File: config.mk
export PLATFORM = sky130hd
export DESIGN_NAME = slt_trigger
export DESIGN_NICKNAME = d
export VERILOG_FILES = /design/src/hw/slt_pkg.sv /design/src/hw/slt_eval_if.sv /design/src/hw/slt_eval.sv /design/src/hw/slt_trigger.sv
export VERILOG_INCLUDE_DIRS = /design/src /design/src/hw
export SDC_FILE = /design/constraint.sdc
export NUM_CORES = 1
export LEC_CHECK = 0
export ABC_AREA = 1
export BUFFER_PORTS_ARGS = -buffer_cell sky130_fd_sc_hd__buf_2
export CAP_MARGIN = 20
export CORE_UTILIZATION = 42
export CTS_CLUSTER_DIAMETER = 120
export DETAILED_ROUTE_END_ITERATION = 10
export GPL_ROUTABILITY_DRIVEN = 0
export PLACE_DENSITY_LB_ADDON = 0.05
export SKIP_CTS_REPAIR_TIMING = 1
export SLEW_MARGIN = 25
export SYNTH_ARGS = -nofsm -noshare
export SYNTH_HDL_FRONTEND = slang
export SYNTH_HIERARCHICAL = 1
export SYNTH_SLANG_ARGS = --single-unit
File: constraint.sdc
create_clock -name clk_sys -period 2.1 [get_ports clk_sys]
set_input_delay 0 -clock clk_sys [delete_from_list [all_inputs] [get_ports clk_sys]]
set_output_delay 0 -clock clk_sys [all_outputs]
set_load 0.01 [all_outputs]
File: src/hw/slt_params.svh
// constants for the sequential logic trigger block
`ifndef SLT_PARAMS_SVH
`define SLT_PARAMS_SVH
`define SLT_NCH        4
`define SLT_SYNC_LEN   3
`define SLT_SYNC_MID   1
`define SLT_SYNC_END   2
`define SLT_INIT_A_LVL 4'h1
`define SLT_INIT_A_EDG 4'h0
`define SLT_INIT_A_INV 4'h0
`define SLT_INIT_A_USE 4'h1
`define SLT_CLEAR_TERM 4'h0
`endif

File: src/hw/slt_pkg.sv
// types shared by the sequential logic trigger modules
package slt_pkg;
    // one stored trigger function: per-channel term enables and modifiers
    typedef struct packed {
        logic [3:0] use_term;
        logic [3:0] edge_term;
        logic [3:0] inv_term;
    } slt_func_t;

    typedef enum logic {
        SLT_SEL_A,
        SLT_SEL_B
    } slt_sel_t;
endpackage

File: src/hw/slt_eval_if.sv
// carrier between the top and the function evaluator
`timescale 1ns/1ps
interface slt_eval_if;
    import slt_pkg::*;
    logic [3:0] lvl;
    logic [3:0] rise;
    logic [3:0] fall;
    slt_func_t  func_a;
    slt_func_t  func_b;
    logic       hit_a;
    logic       hit_b;
    modport top  (output lvl, rise, fall, func_a, func_b,
                  input hit_a, hit_b);
    modport eval (input lvl, rise, fall, func_a, func_b,
                  output hit_a, hit_b);
endinterface

File: src/hw/slt_eval.sv
// combinational evaluator of trigger functions a and b
`timescale 1ns/1ps
module slt_eval
    import slt_pkg::*;
(
    // link to top
    slt_eval_if.eval ev
);
    logic [3:0] term_a;
    logic [3:0] term_b;

    // one term per channel; an edge term is rising, inverted is falling
    genvar i;
    generate
        for (i = 0; i < 4; i++) begin : g_term
            assign term_a[i] = ev.func_a.use_term[i] &
                (ev.func_a.edge_term[i] ?
                    (ev.func_a.inv_term[i] ? ev.fall[i] : ev.rise[i]) :
                    (ev.lvl[i] ^ ev.func_a.inv_term[i]));
            assign term_b[i] = ev.func_b.use_term[i] &
                (ev.func_b.edge_term[i] ?
                    (ev.func_b.inv_term[i] ? ev.fall[i] : ev.rise[i]) :
                    (ev.lvl[i] ^ ev.func_b.inv_term[i]));
        end
    endgenerate

    // terms are ORed; a cleared function has no term and is never true
    assign ev.hit_a = |term_a;
    assign ev.hit_b = |term_b;
endmodule

File: src/hw/slt_trigger.sv
// sequential logic trigger: programmable functions a/b, a-then-b, ext clock
// Operation
// - in sequential mode a true function a only arms, and nothing fires before.
// - once armed, the first following function b issues the trigger.
// - functions a and b are stored apart; selecting one leaves the other intact.
// - selecting a or b in sequential mode changes only the shown function and, with sync off, the view output.
// - the sequential control toggles on each press, its indicator following.
// - a function is the or of channel terms, each optionally inverted.
// - with ext clock sync on, the view output shows the synchronised clock.
// - in ext clock mode the function is sampled on the chosen clock edge.
// - a cleared function never produces a trigger.
// - with sync on and no clock, the view rests low for ecl, high for ttl.
// - sync with no clock present gives no trigger and a steady view.
// - reset selects a alone, modes off, a is channel 1 high, b cleared.
// - an edge term is true on the rising edge, inverted on the falling edge.
`timescale 1ns/1ps
`include "slt_params.svh"
module slt_trigger
    import slt_pkg::*;
(
    // clock and reset
    input  wire logic       clk_sys,
    input  wire logic       rstn,
    // probed circuit
    input  wire logic [3:0] chan_in,
    input  wire logic       ext_clk,
    input  wire logic       ext_clk_ttl,
    // front panel: one-cycle button pulses
    input  wire logic       sel_a_press,
    input  wire logic       sel_b_press,
    input  wire logic       seq_press,
    input  wire logic       clear_press,
    input  wire logic       or_press,
    input  wire logic       not_press,
    input  wire logic       edge_press,
    input  wire logic [3:0] chan_press,
    input  wire logic       sync_press,
    input  wire logic       slope_press,
    // front panel indicators
    output logic            sel_b_shown,
    output logic            seq_on,
    output logic            sync_on,
    output logic            slope_rise,
    output slt_func_t       shown_func,
    output logic            armed,
    // trigger outputs
    output logic            trig_out,
    output logic            trigger_view_output
);
    typedef struct packed {
        logic [`SLT_SYNC_LEN-1:0] chs0, chs1, chs2, chs3;
        logic [`SLT_SYNC_LEN-1:0] clks;
        logic [3:0] lvl_f;  // accepted channel levels
        logic       clk_f;  // accepted ext clock level
        slt_func_t  fa;
        slt_func_t  fb;
        slt_sel_t   sel;
        logic       seq;
        logic       sync;
        logic       rise;
        logic       arm;
        logic       trig;
        logic       view;
        logic       pend_not;
        logic       pend_edge;
    } slt_state_t;

    slt_state_t st;
    slt_state_t next_st;
    slt_eval_if ev ();
    slt_func_t  edit;
    logic [3:0] lvl_mid;
    logic [3:0] lvl_end;
    logic [3:0] lvl_now;
    logic [3:0] lvl_old;
    logic       clk_mid;
    logic       clk_end;
    logic       clk_now;
    logic       clk_old;
    logic       clk_edge;
    logic       eval_en;
    logic       fire_a;
    logic       fire_b;
    logic       fire;

    slt_eval u_eval (
        .ev (ev)
    );

    // stable levels: a change counts once stages two and three agree;
    // a one-cycle glitch leaves the accepted level where it was
    always_comb begin
        lvl_mid = {st.chs3[`SLT_SYNC_MID], st.chs2[`SLT_SYNC_MID],
                   st.chs1[`SLT_SYNC_MID], st.chs0[`SLT_SYNC_MID]};
        lvl_end = {st.chs3[`SLT_SYNC_END], st.chs2[`SLT_SYNC_END],
                   st.chs1[`SLT_SYNC_END], st.chs0[`SLT_SYNC_END]};
        clk_mid = st.clks[`SLT_SYNC_MID];
        clk_end = st.clks[`SLT_SYNC_END];
        lvl_now = (lvl_mid & lvl_end) | (st.lvl_f & (lvl_mid | lvl_end));
        lvl_old = st.lvl_f;
        clk_now = (clk_mid & clk_end) | (st.clk_f & (clk_mid | clk_end));
        clk_old = st.clk_f;
    end

    assign ev.lvl    = lvl_now;
    assign ev.rise   = lvl_now & ~lvl_old;
    assign ev.fall   = ~lvl_now & lvl_old;
    assign ev.func_a = st.fa;
    assign ev.func_b = st.fb;

    // sampling moment: every cycle, or on the chosen ext clock edge
    assign clk_edge = st.rise ? (clk_now & ~clk_old)
                              : (~clk_now & clk_old);
    assign eval_en  = st.sync ? clk_edge : 1'b1;
    assign fire_a   = eval_en & ev.hit_a;
    assign fire_b   = eval_en & ev.hit_b;

    // a alone, b alone, or a arms and next b fires
    always_comb begin
        if (st.seq)
            fire = st.arm & fire_b;
        else if (st.sel == SLT_SEL_B)
            fire = fire_b;
        else
            fire = fire_a;
    end

    // panel edits apply to the selected function only
    always_comb begin
        edit = (st.sel == SLT_SEL_A) ? st.fa : st.fb;
        if (clear_press) begin
            edit.use_term  = `SLT_CLEAR_TERM;
            edit.edge_term = `SLT_CLEAR_TERM;
            edit.inv_term  = `SLT_CLEAR_TERM;
        end
        // not/edge modify the next channel term entered
        for (int k = 0; k < `SLT_NCH; k++) begin
            if (chan_press[k]) begin
                edit.use_term[k]  = 1'b1;
                edit.inv_term[k]  = st.pend_not;
                edit.edge_term[k] = st.pend_edge;
            end
        end
    end

    // next state
    always_comb begin
        next_st = st;
        next_st.chs0 = {st.chs0[`SLT_SYNC_MID:0], chan_in[0]};
        next_st.chs1 = {st.chs1[`SLT_SYNC_MID:0], chan_in[1]};
        next_st.chs2 = {st.chs2[`SLT_SYNC_MID:0], chan_in[2]};
        next_st.chs3 = {st.chs3[`SLT_SYNC_MID:0], chan_in[3]};
        next_st.clks = {st.clks[`SLT_SYNC_MID:0], ext_clk};
        // remember the accepted levels for the next edge compare
        next_st.lvl_f = lvl_now;
        next_st.clk_f = clk_now;
        if (sel_a_press)
            next_st.sel = SLT_SEL_A;
        else if (sel_b_press)
            next_st.sel = SLT_SEL_B;
        if (st.sel == SLT_SEL_A)
            next_st.fa = edit;
        else
            next_st.fb = edit;
        if (not_press)
            next_st.pend_not = ~st.pend_not;
        if (edge_press)
            next_st.pend_edge = ~st.pend_edge;
        if (|chan_press || clear_press || or_press) begin
            next_st.pend_not  = 1'b0;
            next_st.pend_edge = 1'b0;
        end
        if (seq_press)
            next_st.seq = ~st.seq;
        if (sync_press)
            next_st.sync = ~st.sync;
        if (slope_press)
            next_st.rise = ~st.rise;
        // arming: a arms, a fire disarms, leaving the mode drops it
        if (!st.seq || seq_press)
            next_st.arm = 1'b0;
        else if (fire)
            next_st.arm = 1'b0;
        else if (fire_a)
            next_st.arm = 1'b1;
        next_st.trig = fire;
        // view shows clock in sync mode; idle clock rests at the jumper level
        // on entry the view takes the strap level; the strap is a static
        // board setting, so it needs no synchroniser
        if (st.sync)
            next_st.view = clk_now;
        else if (sync_press)
            next_st.view = ext_clk_ttl;
        else
            next_st.view = st.sel == SLT_SEL_B ? ev.hit_b : ev.hit_a;
    end

    // register the whole state; reset loads the power-up panel setup
    always_ff @(posedge clk_sys) begin
        if (!rstn) begin
            st <= '0;
            st.fa.use_term  <= `SLT_INIT_A_USE;
            st.fa.edge_term <= `SLT_INIT_A_EDG;
            st.fa.inv_term  <= `SLT_INIT_A_INV;
            st.sel          <= SLT_SEL_A;
            st.rise         <= 1'b0;
        end else begin
            st <= next_st;
        end
    end

    // outputs
    assign sel_b_shown         = (st.sel == SLT_SEL_B);
    assign seq_on              = st.seq;
    assign sync_on             = st.sync;
    assign slope_rise          = st.rise;
    assign shown_func          = (st.sel == SLT_SEL_A) ? st.fa : st.fb;
    assign armed               = st.arm;
    assign trig_out            = st.trig;
    assign trigger_view_output = st.view;
endmodule

==> results.sh, run 1 <==
export IMPL_grt_use_total=0.187
export IMPL_path_buf_inv=2
export IMPL_coreArea_um2=6060
export IMPL_netlist_top_cells_count="nand2_1 (109), inv_1 (86), dfxtp_1 (53)"
export IMPL_grt_max_degree=44
export IMPL_drt_total_wl_um=6060
export IMPL_diodes=0
export IMPL_end_kind="register"
export IMPL_drc=0
export IMPL_max_slew_margin=0.563
export IMPL_dr_pass1_iters=4
export IMPL_root_buffer="clkbuf_8"
export IMPL_portBuffers=39
export IMPL_cts_tree="built"
export IMPL_path_cells="nand2_1, a21oi_1, nor2_1, nand2_1, nand3_1, nand3_1, nand2_1, inv_1, nand2_1, inv_1, nand2_2, nand3_1, nand2_1, nand2_1, nand2_1, nor2_1"
export IMPL_synth_area_um2=2690
export IMPL_ctsLongestPathBuffers=2
export IMPL_clk_pin_slew_ns=0.11
export IMPL_yosysSeqAreaShare=0.394
export IMPL_htreeDepth=2
export IMPL_rows=28
export IMPL_yosysWarnings=6
export IMPL_cp_arrival_ns=2.07
export IMPL_p_per_area_nw_per_um2=657
export IMPL_critPathKind="register to register"
export IMPL_worst_path_most_repeated_cell="nand2_1"
export IMPL_critical_path_max_fanout=5
export IMPL_drive_above_1_share=0.142
export IMPL_wl_per_cell_um=11.1
export IMPL_syn_inst=420
export IMPL_avgSynthCellArea_um2=6.41
export IMPL_synthMostInstantiatedCell="nand2_1"
export IMPL_antenna_found_initial=0
export IMPL_p_leak_nw=1.63
export IMPL_final_nets=492
export IMPL_fillCellCount=616
export IMPL_synth_edf_count=0
export IMPL_clkLatencyLatePin_ns=0.31
export IMPL_initial_core_util=0.444
export IMPL_period_share=0.862
export IMPL_clock_sinks=53
export IMPL_finalPower_w=0.00210
export IMPL_drv_cap=0
export IMPL_grt_pass1_vias=2156
export IMPL_slew_violations=0
export IMPL_async_flop_share=0
export IMPL_tns_ns=0
export IMPL_tightest_slew_ns=0.655
export IMPL_io_pins=40
export IMPL_max_stage_delay_ns=0.36
export IMPL_crit_path_start_kind="register"
export IMPL_crit_family="simple AND/OR/NAND/NOR gates"
export IMPL_ys_seq_elements=53
export IMPL_ir_worst_vdd_mv=0.341
export IMPL_drtAntennaViolNets=0
export IMPL_cts_made_buffers=5
export IMPL_setup_viol=0
export IMPL_final_hold_viol_count=0
export IMPL_syn_to_final_growth_pct=18.5
export IMPL_period_needed_ns=1.81
export IMPL_cp_slowest_cell="dfxtp_1"
export IMPL_via_per_inst=4.61
export IMPL_hold_class="input port to register"
export IMPL_ys_types=24
export IMPL_dieArea_um2=6740
export IMPL_outcome="completed"
export IMPL_synth_top_cell_by_area="dfxtp_1"
export IMPL_grt_pass1_wl_um=9630
export IMPL_die_h_um=82.1
export IMPL_die_x_um=82.1
export IMPL_yosysTopAreaCellShare=0.394
export IMPL_fin_skew_ns=0.0103
export IMPL_hpwl_um=4320
export IMPL_num_vias=2524
export IMPL_mappedNetlistNets=441
export IMPL_synthTopCellsByArea="dfxtp_1 (39%), nand2_1 (15%), inv_1 (12%)"
export IMPL_drt_iter0_markers=98
export IMPL_grt_setup_unrepaired="false"
export IMPL_synth_flop_cell="dfxtp_1"
export IMPL_cp_required_ns=2.36
export IMPL_max_clock_freq_ghz=0.553
export IMPL_grt_ovfl_total=0
==> routing by layer <==
layer	track usage	vias up	routed length, um
met5	0	-	0
met4	0.0474	0	46
met3	0.0344	5	203
met2	0.316	41	2840
met1	0.244	1098	2980
li1	-	1380	-
==> logic make-up (layout without fill, tap and decap cells) <==
| group | after synthesis | in the layout | share of synthesized area |
|---|---|---|---|
| AND/OR/NAND/NOR | 219 | 219 | 0.342 |
| buffers and inverters | 101 | 153 | 0.152 |
| AO/OA/AOI/OAI | 43 | 43 | 0.0985 |
| flip-flops | 53 | 53 | 0.394 |
| XOR/XNOR | 4 | 4 | 0.0130 |
==> stage by stage <==
step                      setup WS, ns  std cells  hold slack [ns]  cell area (um^2)   util
final                            0.290        547           0.0114              3190  0.527
after global routing           0.00333        547           0.0162              3190  0.527
after CTS                        0.239        533           -0.165              3050  0.503
after detailed placement         0.247        525            0.173              2930  0.484
after global placement           0.275        525            0.173              2930  0.484
after floorplan                  0.572        420           0.0793              2690      -
==> placed cells by master (no fill, tap or decap), types with 3 or more instances in the layout <==
cell           synthesis  final
a21oi_1               19     18
o211ai_1               4      4
inv_1                 86     86
nand2_1              109    109
clkbuf_8               0      5
xnor2_1                4      4
o21a_1                 4      4
buf_4                  3      4
dfxtp_1               53     52
nand3_1               44     44
o21ai_1                7      7
buf_2                  4     39
dlygate4sd3_1          0     14
nand2_2                4      4
o21ai_2                8      8
nand3b_1               7      7
nor2_1                50     50
nor3_1                 3      3
==> report_power, final <==
part	switching (W)	total (W)	leakage (nW)	internal, W
clock	0.000357	0.000715	0.0543	0.000357
sequential	0.0000374	0.00109	0.435	0.00105
combinational	0.000169	0.000294	1.14	0.000125
==> registers in the layout (all words and copies together) (netlist names), 2 cells and up <==
signal     count
ev.func_a     12
ev.func_b     12
lvl_end        4
lvl_mid        4
lvl_old        4
next_st        5
st             2
==> layout make-up <==
type	count	area (um^2)	area share
sequential	53	1060	0.333
tap	75	93.8	0.0294
clock inverter	3	46.3	0.0145
inverter	88	330	0.103
timing repair buffer	57	365	0.114
clock buffer	5	68.8	0.0216
multi-input combinational	266	1230	0.384
==> worst min-delay path, cell delays in order <==
cell      delay (ns)
buf_2           0.07
nand2_1         0.04
o21ai_0         0.06
nand3b_1        0.08
nand2_1         0.05
==> path summary, 6_finish.rpt <==
check / from / to / slack [ns] / cells past startpoint
worst max-delay path: lvl_mid[0] / armed / 0.29 / 16
worst min-delay path: ext_clk_ttl / trigger_view_output / 0.01 / 5
worst max register to register: lvl_mid[0] / armed / 0.29 / 16
worst min register to register: next_st[42] / lvl_mid[3] / 0.42 / 2
Note: power is estimated with default switching activity, not from simulation.
==> run 2, diff against run 1 <==
--- a/config.mk
+++ b/config.mk
@@ -9,11 +9,13 @@
 export ABC_AREA = 1
 export BUFFER_PORTS_ARGS = -buffer_cell sky130_fd_sc_hd__buf_2
 export CAP_MARGIN = 20
+export CORE_ASPECT_RATIO = 1.25
 export CORE_UTILIZATION = 42
 export CTS_CLUSTER_DIAMETER = 120
 export DETAILED_ROUTE_END_ITERATION = 10
 export GPL_ROUTABILITY_DRIVEN = 0
 export PLACE_DENSITY_LB_ADDON = 0.05
+export RECOVER_POWER = 50
 export SKIP_CTS_REPAIR_TIMING = 1
 export SLEW_MARGIN = 25
 export SYNTH_ARGS = -nofsm -noshare
==> results.sh, run 2 (same netlist as run 1, synthesis figures left out) <==
export IMPL_rrSetupSlack_ns=0.21
export IMPL_reg2reg_from="sel_b_shown"
export IMPL_seqPwrFrac=0.547
export IMPL_clkLatencyLatePin_ns=0.32
export IMPL_grt_use_total=0.198
export IMPL_final_area_um2=3160
export IMPL_via_per_inst=4.68
export IMPL_period_needed_ns=1.89
export IMPL_ir_worst_vdd_mv=0.286
export IMPL_grt_pass1_vias=2342
export IMPL_postPlaceCellArea_um2=2950
export IMPL_rows=32
export IMPL_worstRegToRegCells=4
export IMPL_worst_slack_ns=0.214
export IMPL_cp_arrival_ns=2.14
export IMPL_dr_pass1_iters=4
export IMPL_grt_ovfl_total=0
export IMPL_p_per_area_nw_per_um2=632
export IMPL_portBuffers=39
export IMPL_diodes=0
export IMPL_antenna_found_initial=0
export IMPL_crit_path_start_kind="register"
export IMPL_combPwrFrac=0.145
export IMPL_hold_class="input port to register"
export IMPL_io_pins=40
export IMPL_final_nets=491
export IMPL_max_slew_margin=0.199
export IMPL_die_h_um=91.5
export IMPL_root_buffer="clkbuf_8"
export IMPL_cts_tree="built"
export IMPL_outcome="completed"
export IMPL_cp_required_ns=2.36
export IMPL_grt_pass1_wl_um=10200
export IMPL_p_switching_w=0.000578
export IMPL_num_vias=2603
export IMPL_internal_power_w=0.00141
export IMPL_slew_violations=0
export IMPL_wl_per_cell_um=11.3
export IMPL_end_kind="register"
export IMPL_drtAntennaViolNets=0
export IMPL_postLayoutCoreUtil=0.512
export IMPL_clock_sinks=53
export IMPL_fin_skew_ns=0.0103
export IMPL_drt_iter0_markers=118
export IMPL_ctsLongestPathBuffers=2
export IMPL_final_common_cell="nand2_1"
export IMPL_rr_endpoint="sel_b_shown"
export IMPL_startpoint="sel_b_shown"
export IMPL_initial_core_util=0.437
export IMPL_drv_cap=0
export IMPL_pre_cts_slack_ns=0.291
export IMPL_critical_path_max_fanout=40
export IMPL_min_delay_start="ext_clk_ttl"
export IMPL_coreArea_um2=6170
export IMPL_period_share=0.898
export IMPL_max_clock_freq_ghz=0.530
export IMPL_cp_endpoint="sel_b_shown"
export IMPL_tns_ns=0
export IMPL_tightest_slew_ns=1.20
export IMPL_p_leak_nw=1.59
export IMPL_die_x_um=73.6
export IMPL_grt_setup_unrepaired="false"
export IMPL_syn_to_final_growth_pct=17.1
export IMPL_critPathKind="register to register"
export IMPL_htreeDepth=2
export IMPL_layout_common_cells="nand2_1 (109), inv_1 (87), dfxtp_1 (52)"
export IMPL_cts_made_buffers=5
export IMPL_final_hold_viol_count=0
export IMPL_grt_max_degree=41
export IMPL_drive_above_1_share=0.119
export IMPL_hpwl_um=4410
export IMPL_clock_power_share=0.308
export IMPL_dieArea_um2=6740
export IMPL_drt_total_wl_um=6260
export IMPL_setup_viol=0
export IMPL_clk_pin_slew_ns=0.10
export IMPL_p_sw_frac=0.290
export IMPL_drc=0
## run 2: worst min-delay path by stage
stage                               end  slack [ns]  cells after the start
finish              trigger_view_output        0.01                      5
global route        trigger_view_output        0.03                      5
CTS                         sel_b_shown       -0.18                      2
detailed placement          sel_b_shown        0.17                      2
global placement            sel_b_shown        0.17                      2
floorplan                   sel_b_shown        0.08                      1
## run 2: power by group through the flow
stage	clock network, W	logic [W]	registers (W)
finish	0.000614	0.000289	0.00109
global route	0.000688	0.000331	0.00110
CTS	0.000641	0.000281	0.00109
detailed placement	0	0.000280	0.00111
global placement	0	0.000278	0.00111
floorplan	0	0.000194	0.00111
## run 2: metrics by stage
step / instances / hold slack [ns] / total power, W
2_1_floorplan: 420 / 0.0793 / 0.00130
3_3_place_gp: 534 / 0.166 / 0.00139
3_5_place_dp: 534 / 0.166 / 0.00139
4_1_cts: 542 / -0.175 / 0.00201
5_1_grt: 556 / 0.0250 / 0.00212
6_report: 556 / 0.0145 / 0.00199
## run 2: layer usage
metal  vias up  wire length [um]  GRT usage
li1       1374                 -          -
met1      1166              2940      0.240
met2        54              2970      0.330
met3         9               214     0.0433
met4         0               129     0.0833
met5         -                 0          0
## run 2: final cells by class
cell class | instances | area [um^2]
tap | 85 | 106
multi-input combinational | 266 | 1210
clock inverter | 3 | 25.0
inverter | 88 | 330
sequential | 53 | 1060
fill | 668 | 3010
timing repair buffer | 56 | 348
clock buffer | 5 | 68.8
## run 2: critical path: stages, from the launching register on
cell	delay, ns
dfxtp_2	0.36
clkbuf_2	0.63
nor2_1	0.13
nor3_1	0.14
dlygate4sd3_1	0.57
==> run 3, diff against run 2 <==
--- a/config.mk
+++ b/config.mk
@@ -7,12 +7,12 @@
 export NUM_CORES = 1
 export LEC_CHECK = 0
 export ABC_AREA = 1
-export BUFFER_PORTS_ARGS = -buffer_cell sky130_fd_sc_hd__buf_2
 export CAP_MARGIN = 20
 export CORE_ASPECT_RATIO = 1.25
 export CORE_UTILIZATION = 42
 export CTS_CLUSTER_DIAMETER = 120
 export DETAILED_ROUTE_END_ITERATION = 10
+export DONT_BUFFER_PORTS = 1
 export GPL_ROUTABILITY_DRIVEN = 0
 export PLACE_DENSITY_LB_ADDON = 0.05
 export RECOVER_POWER = 50
==> results.sh, run 3 (same netlist as run 1, synthesis figures left out) <==
export IMPL_drv_cap=0
export IMPL_max_slew_margin=0.535
export IMPL_initial_core_util=0.437
export IMPL_crit_path_start_kind="register"
export IMPL_tightest_slew_ns=0.695
export IMPL_grt_pass1_vias=2332
export IMPL_drt_iter0_markers=115
export IMPL_rows=32
export IMPL_grt_ovfl_total=0
export IMPL_cp_required_ns=2.35
export IMPL_cts_tree="built"
export IMPL_p_leak_nw=1.47
export IMPL_grt_use_total=0.200
export IMPL_final_hold_viol_count=2
export IMPL_layout_common_cells="nand2_1 (109), inv_1 (86), dfxtp_1 (53)"
export IMPL_failed_checks="hold timing"
export IMPL_wl_per_cell_um=11.6
export IMPL_grt_max_degree=59
export IMPL_via_per_inst=4.75
export IMPL_clock_sinks=53
export IMPL_die_h_um=91.5
export IMPL_worst_path_most_repeated_cell="nand2_1"
export IMPL_drive_above_1_share=0.0458
export IMPL_clk_pin_slew_ns=0.10
export IMPL_root_buffer="clkbuf_8"
export IMPL_syn_to_final_growth_pct=13.3
export IMPL_multi_input_area_um2=1210
export IMPL_ctsLongestPathBuffers=2
export IMPL_critPathKind="register to register"
export IMPL_max_stage_delay_ns=0.35
export IMPL_p_per_area_nw_per_um2=677
export IMPL_drt_total_wl_um=6050
export IMPL_critical_path_max_fanout=5
export IMPL_slew_violations=0
export IMPL_portBuffers=0
export IMPL_fin_skew_ns=0.0103
export IMPL_path_buf_inv=2
export IMPL_grt_pass1_wl_um=10400
export IMPL_final_nets=457
export IMPL_period_share=0.842
export IMPL_io_pins=40
export IMPL_htreeDepth=2
export IMPL_dieArea_um2=6740
export IMPL_end_kind="register"
export IMPL_dr_pass1_iters=4
export IMPL_clkLatencyLatePin_ns=0.31
export IMPL_period_needed_ns=1.77
export IMPL_fillCellCount=665
export IMPL_setup_viol=0
export IMPL_antenna_found_initial=0
export IMPL_rrSetupSlack_ns=0.33
export IMPL_holdWs_ns=-0.0189
export IMPL_diodes=0
export IMPL_outcome="finished with violations"
export IMPL_highest_layer="met4"
export IMPL_die_x_um=73.6
export IMPL_ir_worst_vdd_mv=0.333
export IMPL_grt_setup_unrepaired="false"
export IMPL_drtAntennaViolNets=0
export IMPL_hpwl_um=4310
export IMPL_coreArea_um2=6170
export IMPL_wl_met3_um=308
export IMPL_max_clock_freq_ghz=0.566
export IMPL_tns_ns=0
export IMPL_wl_met2_um=2810
export IMPL_drc=0
export IMPL_cp_arrival_ns=2.02
export IMPL_cts_made_buffers=5
export IMPL_crit_family="simple AND/OR/NAND/NOR gates"
export IMPL_final_common_cell="nand2_1"
export IMPL_postLayoutCoreUtil=0.495
export IMPL_num_vias=2479
export IMPL_hold_class="input port to register"
export IMPL_cp_slowest_cell="dfxtp_1"
export IMPL_path_cells="nand2_1, a21oi_1, nor2_1, nand2_1, nand3_1, nand3_1, nand2_1, inv_1, nand2_1, inv_1, nand2_1, nand3_1, nand2_1, nand2_1, nand2_1, nor2_1"
export IMPL_wl_met1_um=2810
export IMPL_register_area_um2=1060
-- run 3: changes by cell type in the layout (fill, tap and decap cells not counted), sizes merged --
cell,change
buf,-33
bufinv,+1
clkbuf,-6
clkinv,-1
dlygate4sd3,+6
inv,-1
-- run 3: metrics by stage --
stage	area (um^2)	power, W	worst slack [ns]	hold WS (ns)	std cells
2_1_floorplan	2690	0.00130	0.572	0.0793	420
3_3_place_gp	2750	0.00134	0.263	0.0784	494
3_5_place_dp	2750	0.00134	0.239	0.0805	494
4_1_cts	2870	0.00207	0.213	-0.261	502
5_1_grt	3050	0.00219	0.0134	0.0107	522
6_report	3050	0.00207	0.333	-0.0189	522
-- run 3: worst min-delay path, delay by kind of cell --
kind,cells,cell delay [ns]
simple gates,3,0.20
buf+inv,1,0.06
-- run 3: layer usage --
metal  up-vias  track usage
li1       1302            -
met3         8       0.0455
met1      1111        0.235
met4         0       0.0721
met2        58        0.346
met5         -            0
-- run 3: path summary, 6_finish.rpt --
path | from | depth (start not counted) | endpoint
worst max-delay path | lvl_mid[3] | 16 | armed
worst min register to register | next_st[42] | 2 | lvl_mid[3]
worst min-delay path | chan_press[0] | 4 | ev.func_a[8]
worst max register to register | lvl_mid[3] | 16 | armed
-- run 3: final cells by class --
cell class | count | share of cell area
timing repair buffer | 22 | 0.0746
inverter | 88 | 0.108
clock inverter | 2 | 0.0123
tap | 85 | 0.0348
multi-input combinational | 266 | 0.395
clock buffer | 6 | 0.0270
sequential | 53 | 0.348
-- run 3: power breakdown --
part	leakage [nW]	switching (W)	internal [W]
clock	0.0574	0.000329	0.000388
sequential	0.434	0.0000455	0.00105
combinational	0.975	0.000151	0.000103
